<file path="config.mk">
export PLATFORM = sky130hd
export DESIGN_NAME = sysref_dly_cfg_regs
export DESIGN_NICKNAME = d
export VERILOG_FILES = /design/src/sysref_dly_cfg_pkg.sv /design/src/sysref_dly_cfg_word.sv /design/src/sysref_dly_cfg_regs.sv
export SDC_FILE = /design/constraint.sdc
export NUM_CORES = 1
export LEC_CHECK = 0
export BUFFER_PORTS_ARGS = -buffer_cell sky130_fd_sc_hd__buf_2
export CAP_MARGIN = 20
export CORE_MARGIN = 1
export CORE_UTILIZATION = 54
export DETAILED_ROUTE_END_ITERATION = 12
export GPL_TIMING_DRIVEN = 0
export HOLD_SLACK_MARGIN = 0.03
export PLACE_DENSITY_LB_ADDON = 0.2
export SKIP_LAST_GASP = 1
export SYNTH_ARGS = -nofsm -noshare
export SYNTH_HDL_FRONTEND = slang
export SYNTH_SLANG_ARGS = --single-unit
</file>
<file path="constraint.sdc">
create_clock -name I_REF_CLK -period 3.8 [get_ports I_REF_CLK]
set_input_delay 0.38 -clock I_REF_CLK [delete_from_list [all_inputs] [get_ports I_REF_CLK]]
set_output_delay 0.38 -clock I_REF_CLK [all_outputs]
set_load 0.1 [all_outputs]
</file>
<file path="src/sysref_dly_cfg_pkg.sv">
// Package of constants for the SYSREF delay-generator configuration registers.
// Operation
// - In-phase weight bits 15-9, resets to 7Fh.
// - Quadrature weight bits 6-0 of next register, reset 0.
// - Phase select bits 8-7 picks retimer clock phase.
// - Two-bit scale picks frequency range; 3 reserved.
// - Shared divider bits 11-9, reset 4h, divides clock.
// - Logic output has own weights and phase select.
`default_nettype none

package sysref_dly_cfg_pkg;

  ////////////////////////////////////////////////////////////////////////////////
  // Register indices; the byte address on the bus is four times the index.
  localparam int          NUM_REGS       = 4;                   // Registers in the bank.
  localparam int          IDX_W          = 6;                   // Width of a word index.
  localparam int          ADDR_W         = 8;                   // Width of the byte address.
  localparam logic [5:0]  IDX_CH2I_CH1Q  = 6'h13;               // Channel 2 in-phase, channel 1 quad.
  localparam logic [5:0]  IDX_CH3I_CH2Q  = 6'h14;               // Channel 3 in-phase, channel 2 quad.
  localparam logic [5:0]  IDX_LOGI_CH3Q  = 6'h15;               // Logic in-phase, channel 3 quad.
  localparam logic [5:0]  IDX_SCALE_DIV  = 6'h16;               // Scales, divider, logic quad.
  localparam logic [5:0]  IDX_BASE       = IDX_CH2I_CH1Q;       // First index of the bank.

  ////////////////////////////////////////////////////////////////////////////////
  // Reset values.
  localparam logic [15:0] RST_WEIGHT_REG = 16'hFE00;            // In-phase 7Fh, phase 0, quad 0.
  localparam logic [15:0] RST_DIV_REG    = 16'h0800;            // Divider 4h, everything else 0.

  ////////////////////////////////////////////////////////////////////////////////
  // Field positions.
  localparam int          IW_MSB         = 15;                  // In-phase weight.
  localparam int          IW_LSB         = 9;
  localparam int          PH_MSB         = 8;                   // Retimer phase select.
  localparam int          PH_LSB         = 7;
  localparam int          QW_MSB         = 6;                   // Quadrature weight.
  localparam int          QW_LSB         = 0;
  localparam int          SC1_MSB        = 15;                  // Channel 1 frequency range.
  localparam int          SC1_LSB        = 14;
  localparam int          SC0_MSB        = 13;                  // Channel 0 frequency range.
  localparam int          SC0_LSB        = 12;
  localparam int          DIV_MSB        = 11;                  // Delay-generator clock divider.
  localparam int          DIV_LSB        = 9;

  ////////////////////////////////////////////////////////////////////////////////
  // Encodings.
  typedef enum logic [1:0] {
    PH_INV_INPHASE = 2'h0,                                      // Inverted in-phase clock.
    PH_INV_QUAD    = 2'h1,                                      // Inverted quadrature clock.
    PH_QUAD        = 2'h2,                                      // Quadrature clock.
    PH_INPHASE     = 2'h3                                       // In-phase clock.
  } phase_sel_t;

  typedef enum logic [1:0] {
    RANGE_400_800  = 2'h0,                                      // 400 to 800 MHz.
    RANGE_200_400  = 2'h1,                                      // 200 to 400 MHz.
    RANGE_150_200  = 2'h2,                                      // 150 to 200 MHz.
    RANGE_RESERVED = 2'h3                                       // Reserved.
  } freq_range_t;

  localparam logic [2:0]  DIV_ENC_1      = 3'h0;                // Divide by 1.
  localparam logic [2:0]  DIV_ENC_2      = 3'h1;                // Divide by 2.
  localparam logic [2:0]  DIV_ENC_4      = 3'h2;                // Divide by 4.
  localparam logic [2:0]  DIV_ENC_8      = 3'h4;                // Divide by 8.
  localparam logic [3:0]  RATIO_1        = 4'h1;                // Decoded ratio values.
  localparam logic [3:0]  RATIO_2        = 4'h2;
  localparam logic [3:0]  RATIO_4        = 4'h4;
  localparam logic [3:0]  RATIO_8        = 4'h8;
  localparam logic [3:0]  RATIO_NONE     = 4'h0;                // Reserved divider encoding.

endpackage : sysref_dly_cfg_pkg

`default_nettype wire

</file>
<file path="src/sysref_dly_cfg_word.sv">
// One 16-bit configuration word with byte-lane writes and a reset value.
`default_nettype none

module sysref_dly_cfg_word #(
  parameter logic [15:0] RESET_VAL = 16'h0000
) (
  // Clock and reset.
  input  wire  logic        i_ref_clk,
  input  wire  logic        i_rst,
  // Write port.
  input  wire  logic        i_wr_en,
  input  wire  logic [1:0]  i_byte_en,
  input  wire  logic [15:0] i_wr_data,
  // Stored value.
  output logic       [15:0] o_value
);

  ////////////////////////////////////////////////////////////////////////////////
  // State.
  typedef struct packed {
    logic [15:0] value;                                         // Stored word.
  } word_state_t;

  word_state_t st_r;                                            // Registered state.
  word_state_t st_nxt;                                          // Next state.

  ////////////////////////////////////////////////////////////////////////////////
  // Each enabled byte lane takes the written byte; others hold their value.
  always_comb begin
    st_nxt = st_r;
    if (i_wr_en) begin
      if (i_byte_en[0]) begin
        st_nxt.value[7:0] = i_wr_data[7:0];
      end
      if (i_byte_en[1]) begin
        st_nxt.value[15:8] = i_wr_data[15:8];
      end
    end
  end

  // The word loads its reset value and otherwise registers the next state.
  always_ff @(posedge i_ref_clk) begin
    if (i_rst) begin
      st_r.value <= RESET_VAL;
    end else begin
      st_r <= st_nxt;
    end
  end

  assign o_value = st_r.value;

endmodule : sysref_dly_cfg_word

`default_nettype wire

</file>
<file path="src/sysref_dly_cfg_regs.sv">
// Avalon-MM register bank that configures the SYSREF delay generators.
`default_nettype none

module sysref_dly_cfg_regs (
  // Clock and reset.
  input  wire  logic        I_REF_CLK,
  input  wire  logic        I_RST,
  // Avalon-MM slave.
  input  wire  logic [7:0]  I_AVS_ADDRESS,
  input  wire  logic        I_AVS_READ,
  input  wire  logic        I_AVS_WRITE,
  input  wire  logic [31:0] I_AVS_WRITEDATA,
  input  wire  logic [3:0]  I_AVS_BYTEENABLE,
  output logic       [31:0] O_AVS_READDATA,
  output logic              O_AVS_WAITREQUEST,
  // Channel 1 settings.
  output logic       [6:0]  O_CHAN1_QUAD_WEIGHT,
  output logic       [1:0]  O_CHAN1_FREQ_RANGE,
  // Channel 0 settings.
  output logic       [1:0]  O_CHAN0_FREQ_RANGE,
  // Channel 2 settings.
  output logic       [6:0]  O_CHAN2_INPHASE_WEIGHT,
  output logic       [1:0]  O_CHAN2_RETIMER_PHASE_SEL,
  output logic       [6:0]  O_CHAN2_QUAD_WEIGHT,
  // Channel 3 settings.
  output logic       [6:0]  O_CHAN3_INPHASE_WEIGHT,
  output logic       [1:0]  O_CHAN3_RETIMER_PHASE_SEL,
  output logic       [6:0]  O_CHAN3_QUAD_WEIGHT,
  // Logic-clock SYSREF output settings.
  output logic       [6:0]  O_LOGIC_CHAN_INPHASE_WEIGHT,
  output logic       [1:0]  O_LOGIC_CHAN_RETIMER_PHASE_SEL,
  output logic       [6:0]  O_LOGIC_CHAN_QUAD_WEIGHT,
  // Shared delay-generator divider.
  output logic       [2:0]  O_DELAY_GEN_CLOCK_DIVIDER,
  output logic       [3:0]  O_DELAY_GEN_DIV_RATIO
);

  ////////////////////////////////////////////////////////////////////////////////
  // Bus state.
  typedef struct packed {
    logic        waitreq;                                       // High until a request is answered.
    logic [31:0] rd_data;                                       // Read data for the bus.
    logic [3:0]  div_ratio;                                     // Decoded divide ratio.
  } bus_state_t;

  bus_state_t  st_r;                                            // Registered state.
  bus_state_t  st_nxt;                                          // Next state.
  logic [5:0]  word_idx;                                        // Word index of the request.
  logic [15:0] reg_q [sysref_dly_cfg_pkg::NUM_REGS];            // Stored words.
  logic [15:0] rd_mux;                                          // Word selected for a read.
  logic [sysref_dly_cfg_pkg::NUM_REGS-1:0] hit;                 // Index match per word.
  logic [15:0] div_reg;                                         // Divider register shorthand.

  assign word_idx = I_AVS_ADDRESS[7:2];
  assign div_reg  = reg_q[3];

  ////////////////////////////////////////////////////////////////////////////////
  // One word per register; writes land at the edge that completes the transfer.
  for (genvar g = 0; g < sysref_dly_cfg_pkg::NUM_REGS; g++) begin : g_word
    localparam logic [15:0] RST_V = (g == sysref_dly_cfg_pkg::NUM_REGS - 1) ?
                                    sysref_dly_cfg_pkg::RST_DIV_REG :
                                    sysref_dly_cfg_pkg::RST_WEIGHT_REG;

    // The index decode compares against the bank base plus this word's offset.
    assign hit[g] = (word_idx == 6'(sysref_dly_cfg_pkg::IDX_BASE + 6'(g)));

    sysref_dly_cfg_word #(
      .RESET_VAL (RST_V)
    ) u_word (
      .i_ref_clk (I_REF_CLK),
      .i_rst     (I_RST),
      .i_wr_en   (I_AVS_WRITE && !st_r.waitreq && hit[g]),
      .i_byte_en (I_AVS_BYTEENABLE[1:0]),
      .i_wr_data (I_AVS_WRITEDATA[15:0]),
      .o_value   (reg_q[g])
    );
  end

  ////////////////////////////////////////////////////////////////////////////////
  // Read multiplexer; an unmapped index reads as zero.
  always_comb begin
    rd_mux = 16'h0000;
    if (hit[0]) begin
      rd_mux = reg_q[0];
    end else if (hit[1]) begin
      rd_mux = reg_q[1];
    end else if (hit[2]) begin
      rd_mux = reg_q[2];
    end else if (hit[3]) begin
      rd_mux = reg_q[3];
    end
  end

  ////////////////////////////////////////////////////////////////////////////////
  // Bus handshake and divider decode.
  always_comb begin
    st_nxt = st_r;
    if (st_r.waitreq) begin
      // A new request is answered one cycle after it is seen.
      if (I_AVS_READ || I_AVS_WRITE) begin
        st_nxt.waitreq = 1'b0;
        st_nxt.rd_data = I_AVS_READ ? {16'h0000, rd_mux} : 32'h0000_0000;
      end
    end else begin
      // The answering cycle is over; raise waitrequest for the next request.
      st_nxt.waitreq = 1'b1;
    end
    // The divider field is turned into the ratio the interpolator clock sees.
    case (div_reg[sysref_dly_cfg_pkg::DIV_MSB:sysref_dly_cfg_pkg::DIV_LSB])
      sysref_dly_cfg_pkg::DIV_ENC_1: st_nxt.div_ratio = sysref_dly_cfg_pkg::RATIO_1;
      sysref_dly_cfg_pkg::DIV_ENC_2: st_nxt.div_ratio = sysref_dly_cfg_pkg::RATIO_2;
      sysref_dly_cfg_pkg::DIV_ENC_4: st_nxt.div_ratio = sysref_dly_cfg_pkg::RATIO_4;
      sysref_dly_cfg_pkg::DIV_ENC_8: st_nxt.div_ratio = sysref_dly_cfg_pkg::RATIO_8;
      default:                       st_nxt.div_ratio = sysref_dly_cfg_pkg::RATIO_NONE;
    endcase
  end

  // The bus state resets to waiting, zero read data and the reset ratio.
  always_ff @(posedge I_REF_CLK) begin
    if (I_RST) begin
      st_r.waitreq   <= 1'b1;
      st_r.rd_data   <= 32'h0000_0000;
      st_r.div_ratio <= sysref_dly_cfg_pkg::RATIO_8;
    end else begin
      st_r <= st_nxt;
    end
  end

  ////////////////////////////////////////////////////////////////////////////////
  // Outputs, each taken straight from a stored word or the bus state.
  assign O_AVS_READDATA     = st_r.rd_data;
  assign O_AVS_WAITREQUEST  = st_r.waitreq;
  assign O_DELAY_GEN_DIV_RATIO = st_r.div_ratio;

  // Quadrature weights sit in the low bits of the word after the in-phase weight.
  assign O_CHAN1_QUAD_WEIGHT = reg_q[0][sysref_dly_cfg_pkg::QW_MSB:sysref_dly_cfg_pkg::QW_LSB];
  assign O_CHAN2_QUAD_WEIGHT = reg_q[1][sysref_dly_cfg_pkg::QW_MSB:sysref_dly_cfg_pkg::QW_LSB];
  assign O_CHAN3_QUAD_WEIGHT = reg_q[2][sysref_dly_cfg_pkg::QW_MSB:sysref_dly_cfg_pkg::QW_LSB];

  // In-phase weights take the top seven bits.
  assign O_CHAN2_INPHASE_WEIGHT =
    reg_q[0][sysref_dly_cfg_pkg::IW_MSB:sysref_dly_cfg_pkg::IW_LSB];
  assign O_CHAN3_INPHASE_WEIGHT =
    reg_q[1][sysref_dly_cfg_pkg::IW_MSB:sysref_dly_cfg_pkg::IW_LSB];

  // Phase selects choose the retimer's interpolator clock phase.
  assign O_CHAN2_RETIMER_PHASE_SEL =
    reg_q[0][sysref_dly_cfg_pkg::PH_MSB:sysref_dly_cfg_pkg::PH_LSB];
  assign O_CHAN3_RETIMER_PHASE_SEL =
    reg_q[1][sysref_dly_cfg_pkg::PH_MSB:sysref_dly_cfg_pkg::PH_LSB];

  // The logic-clock output keeps its own weights and phase select.
  assign O_LOGIC_CHAN_INPHASE_WEIGHT =
    reg_q[2][sysref_dly_cfg_pkg::IW_MSB:sysref_dly_cfg_pkg::IW_LSB];
  assign O_LOGIC_CHAN_RETIMER_PHASE_SEL =
    reg_q[2][sysref_dly_cfg_pkg::PH_MSB:sysref_dly_cfg_pkg::PH_LSB];
  assign O_LOGIC_CHAN_QUAD_WEIGHT =
    div_reg[sysref_dly_cfg_pkg::QW_MSB:sysref_dly_cfg_pkg::QW_LSB];

  // Frequency ranges are passed on as stored; the reserved code is not altered.
  assign O_CHAN1_FREQ_RANGE = div_reg[sysref_dly_cfg_pkg::SC1_MSB:sysref_dly_cfg_pkg::SC1_LSB];
  assign O_CHAN0_FREQ_RANGE = div_reg[sysref_dly_cfg_pkg::SC0_MSB:sysref_dly_cfg_pkg::SC0_LSB];

  // The raw divider field.
  assign O_DELAY_GEN_CLOCK_DIVIDER =
    div_reg[sysref_dly_cfg_pkg::DIV_MSB:sysref_dly_cfg_pkg::DIV_LSB];

endmodule : sysref_dly_cfg_regs

`default_nettype wire

</file>
== Yosys cells after proc, flatten, opt, wreduce, memory -nomap -nowiden ==
Cells that the tools add are included.

* Flip-flop bits (word level): 101
* Input bits: 48
* Output and inout bits: 99
* Logic and storage cells: 44

* Equal/unequal tests: 7
* Multiplexer cells: 7
* Bitwise logic cells: 1
* Reductions and logical operators: 18

{| class="wikitable"
|+ Operators with widths
! kind !! count
|-
| two-way mux 16 bit || 5
|-
| two-way mux 33 bit || 1
|-
| == test 6 x 5 -> 1 bit (second input constant) || 4
|-
| AND reduction 2 bit || 9
|-
| one-hot mux 4 bit (4 select lines) || 1
|-
| logical AND 1 bit || 5
|-
| == test 3 x 1 -> 1 bit (second input constant) || 1
|-
| == test 3 x 2 -> 1 bit (second input constant) || 1
|-
| == test 3 bit (second input constant) || 1
|-
| logical NOT 3 bit || 1
|-
| OR reduction 2 bit || 1
|-
| logical NOT 1 bit || 1
|-
| logical OR 1 bit || 1
|-
| inverter 1 bit || 1
|}

== Logic depth before layout (Yosys ltp) ==
* Word-level depth: 7
* Mapped depth: 8

== Hierarchy ==
A second synthesis with hierarchy kept.

* Cell total of the unflattened synthesis: 440
* Area total of the unflattened synthesis: 4224.1 um^2

{| class="wikitable"
|+ By module, submodules not included
! module !! times used !! cells an instance !! area each (um^2) !! seq. area each (um^2)
|-
| sysref_dly_cfg_word (g_word[0].u_word ...) || 3 || 65 || 656.9 || 320.3
|-
| sysref_dly_cfg_regs || 1 || 172 || 1519.0 || 420.4
|-
| sysref_dly_cfg_word (g_word[3].u_word) || 1 || 73 || 734.5 || 320.3
|}

== Worst setup path before layout ==
OpenSTA, ideal clock, no wires.

* Path kind: register to register
* From: register st_r, in the netlist O_AVS_WAITREQUEST
* To: register g_word[0].u_word.st_r, in the netlist g_word[0].u_word.o_value[0]
* Setup time: 0.128 ns
* Data arrival time: 1.917 ns
* Required time: 3.672 ns
* Setup slack: 1.755 ns
* Cell stages (with the launch flop): 7
* Cells stage by stage: dfxtp_1 > and3b_1 > buf_2 > and4_1 > buf_4 > mux2i_1 > nor2_1

* Longest elaborated chain between the ends: 4

{| class="wikitable"
|+ RTL lines
! what !! RTL line !! text
|-
| start: declaration || sysref_dly_cfg_regs.sv:46 || <nowiki>bus_state_t st_r;</nowiki>
|-
| start signal: assignment || sysref_dly_cfg_regs.sv:125 || <nowiki>st_r <= st_nxt;</nowiki>
|-
| logical NOT 1 bit || sysref_dly_cfg_regs.sv:72 || <nowiki>.i_wr_en (I_AVS_WRITE && !st_r.waitreq && hit[g]),</nowiki>
|-
| logical AND 1 bit (2 in series) || sysref_dly_cfg_regs.sv:72 ||
|-
| AND reduction 2 bit (no source line) || - ||
|-
| end signal: assignment || sysref_dly_cfg_word.sv:46 || <nowiki>st_r <= st_nxt;</nowiki>
|-
| end: declaration || sysref_dly_cfg_word.sv:24 || <nowiki>word_state_t st_r;</nowiki>
|}

No other way between the ends.
A chain may end at the register's enable or synchronous reset.

== Worst setup path after layout ==
* From: input I_AVS_ADDRESS[4]
* To: register st_r, in the netlist O_AVS_READDATA[8]

* Longest elaborated chain between the ends: 6
* Elaborated cells between the ends (all ways): 9
* Classes of those cells: eq/ne: 4; mux: 5

{| class="wikitable"
|+ RTL lines
! what !! RTL line !! text
|-
| start: declaration || sysref_dly_cfg_regs.sv:9 || <nowiki>input wire logic [7:0] I_AVS_ADDRESS,</nowiki>
|-
| == test 6 x 5 -> 1 bit || sysref_dly_cfg_regs.sv:65 || <nowiki>assign hit[g] = (word_idx == 6'(sysref_dly_cfg_pkg::IDX_BASE + 6'(g)));</nowiki>
|-
| two-way mux 16 bit || sysref_dly_cfg_regs.sv:89 || <nowiki>end else if (hit[3]) begin</nowiki>
|-
| two-way mux 16 bit || sysref_dly_cfg_regs.sv:87 || <nowiki>end else if (hit[2]) begin</nowiki>
|-
| two-way mux 16 bit || sysref_dly_cfg_regs.sv:85 || <nowiki>end else if (hit[1]) begin</nowiki>
|-
| two-way mux 16 bit * || sysref_dly_cfg_regs.sv:83 || <nowiki>if (hit[0]) begin</nowiki>
|-
| two-way mux 16 bit * || sysref_dly_cfg_regs.sv:102 || <nowiki>st_nxt.rd_data = I_AVS_READ ? {16'h0000, rd_mux} : 32'h0000_0000;</nowiki>
|}

Mark *: on every way between the ends. The rest lies on a longest branch, timed or not.

==> metrics.csv <==
metric,value,unit
CTS Buffer Depth,2,
Synth Flop Type,dfxtp_1,
Reg power frac,49.4,%
slew margin rel.,38.3,%
layout filler cell count,608,
simple-gate portion of the synthesized area,23.2,%
Post-synth EDFFs,0,
Cell Rows,31,
antenna cells,0,
GPL Wtd Cong,0.865,
main combinational cell family by area after synthesis,simple AND/OR/NAND/NOR gates,
count of cell types in the netlist,41,
initial drt markers,266,
kind of critical path,in2reg,
register area,0.00170,mm^2
RSZ-0062 raised after global routing,no,
Worst path slowest cell,nor4b_2,
Clock transition at path regs,0.09,ns
crit path DAT,2.07,ns
core area,0.00741,mm^2
chip width,90.5,um
Max Fclk,0.531,GHz
CP top delay family,simple AND/OR/NAND/NOR gates,
post-synthesis xor/xnor area fraction,0,%
area occupied by multi-input gates,0.00208,mm^2
Max VDD drop,155,uV
Min Hold Slack,0.297,ns
DP Area,0.00495,mm^2
Initial Util,57.1,%
hold path start,I_AVS_WRITEDATA[4],
post-DP HPWL,8490,um
Final setup viols,0,
Internal Power,1300,uW
CP startpoint kind,input port,
crit end category,flop,
Synth async-reset ratio,0,%
CTS buffer count,9,
Final Hold Vio Count,0,
Tmin final,1.88,ns
largest net degree at the start of global routing,14,
Syn Area/Cell,9.69,um^2
PD cells,351,mW/mm^2
CP Cell Sequence,buf_2 > nor4b_2 > nand3_1 > clkbuf_1 > o21ai_0 > a221oi_2,
Sinks on Clock Net,85,
required time worst endpoint,3.99,ns
status,finished clean,
sw power,508,uW
period utilization,49.6,%
"commonest non-fill, non-tap cell in the layout",buf_2,
port buffer count,107,
first-pass GRT wire length,19500,um
via density per instance,5.82,
most frequent cells in the layout,"115 x buf_2, 85 x dfxtp_1, 64 x nand2_1",
post-route cell area,0.00516,mm^2
WP buf/inv,2,
DR vias,3922,
First-pass DRT Iterations,5,
Critical path origin,I_AVS_ADDRESS[4],
"Seq/Total Area, Yosys",40.2,%
CP peak stage delay,0.43,ns
Post-layout nets,618,
Slew Limit Fails,0,
Clock Skew,0.00880,ns
"non-filler cells, final",674,
dpl cells,658,
grt ovf,0,
Comb pwr share,12.5,%
Max-Cap Viols,0,
initial antenna violation count,0,
crit-path max FO,10,
Leak,0.00209,uW
final core occ,69.7,%
post-CTS setup buffer count,0,
Seq cells post-synth,85,
antenna-violating nets left,0,
RR Startpoint,O_AVS_WAITREQUEST,
gr usage total,30.6,%
Hold Path Class,in2reg,
CTS resizes,0,
TritonCTS clock tree,done,
Sw Share,28.0,%
Detailed Route WL,12500,um
DRC,0,
Mapped Cells,437,
Clk network pwr share,38.1,%
clk_lat worst skew,0.35,ns
complex-gate fraction of the synthesized area,20.8,%
post-synthesis mux area share,3.78,%
Wirelength per Cell,18.5,um
die height,90.5,um
Area Growth Syn to Fin,21.9,%
Slew @ Worst Pin,0.926,ns
setup tns final,0,ns
full die area,0.00820,mm^2
synthesized area,0.00423,mm^2
Ys Warns,0,
CTS Hold Bufs,0,
IO Count,147,
clk root buf,clkbuf_8,
number of H-tree levels,3,
adder-cell share of the synthesized area,0,%
layout cells sized above 1,40.9,%
vias in the first global route,3826,
==> worst paths after layout <==
check	to	slack, ns	cells after the start
max	O_AVS_READDATA[8]	1.92	6
min	g_word[3].u_word.o_value[4]	0.30	3
max reg2reg	O_AVS_READDATA[8]	1.94	4
min reg2reg	g_word[3].u_word.o_value[8]	0.49	2
==> metal layers <==
| layer | vias to the layer above | share of wire [%] | GRT usage [%] |
|---|---|---|---|
| li1 | 1802 | - | - |
| met1 | 1863 | 43 | 39.0 |
| met2 | 218 | 46 | 49.7 |
| met3 | 39 | 7.2 | 5.05 |
| met4 | 0 | 3.1 | 15.5 |
| met5 | - | 0 | 0 |
==> Yosys cell counts (2+ instances only) <==
master,number,area (um^2)
a21oi_1,17,85.1
a21oi_2,9,78.8
a221oi_1,6,52.6
a221oi_2,26,390
a22oi_1,4,30.0
a22oi_2,12,150
and3b_1,2,17.5
buf_12,3,60.1
buf_2,8,40.0
buf_4,32,240
buf_6,7,78.8
buf_8,2,30.0
clkbuf_1,14,52.6
dfxtp_1,85,1700
mux2i_1,16,160
nand2_1,64,240
nand3_1,44,220
nand3_2,9,90.1
nand3b_1,22,165
nor2_1,18,67.6
nor4b_1,2,17.5
o21ai_0,16,80.1
==> power by group through the flow <==
stage / logic [uW] / registers [uW] / clock network, uW
final: 226 / 895 / 691
after global routing: 233 / 895 / 728
after CTS: 222 / 895 / 684
after detailed placement: 221 / 916 / 0
after global placement: 219 / 915 / 0
after floorplan: 150 / 933 / 0
==> logic make-up after synthesis <==
| kind of cell | Yosys count |
|---|---|
| buf+inv | 67 |
| mux | 16 |
| compound gates | 92 |
| flops | 85 |
| other cells | 1 |
| simple gates | 176 |
==> worst reg2reg max path, delay by kind of cell (launching register included) <==
kind            cells  cell delay, ns
compound gates      2            0.52
buf+inv             1            0.48
simple gates        1            0.40
flops               1            0.37
==> layout make-up <==
cell class | instances | area share, %
buffer | 67 | 9.80
tap | 99 | 2.40
timing repair buffer | 107 | 10.4
clock buffer | 14 | 3.35
sequential | 85 | 33.0
clock inverter | 2 | 0.752
multi-input combinational | 300 | 40.3
==> state kept, by name, indices dropped and copies added, names as in the netlist <==
signal and count:
g_word.u_word.o_value 64, O_AVS_READDATA 16, O_DELAY_GEN_DIV_RATIO 4, O_AVS_WAITREQUEST 1
==> metrics by stage <==
step                worst slack (ns)  total power [uW]
CTS                             2.01              1800
detailed placement              1.64              1140
finish                          1.92              1810
floorplan                       1.76              1080
global route                    1.88              1860
global placement                1.69              1130
No activity file was read; power rests on OpenSTA's default activity.
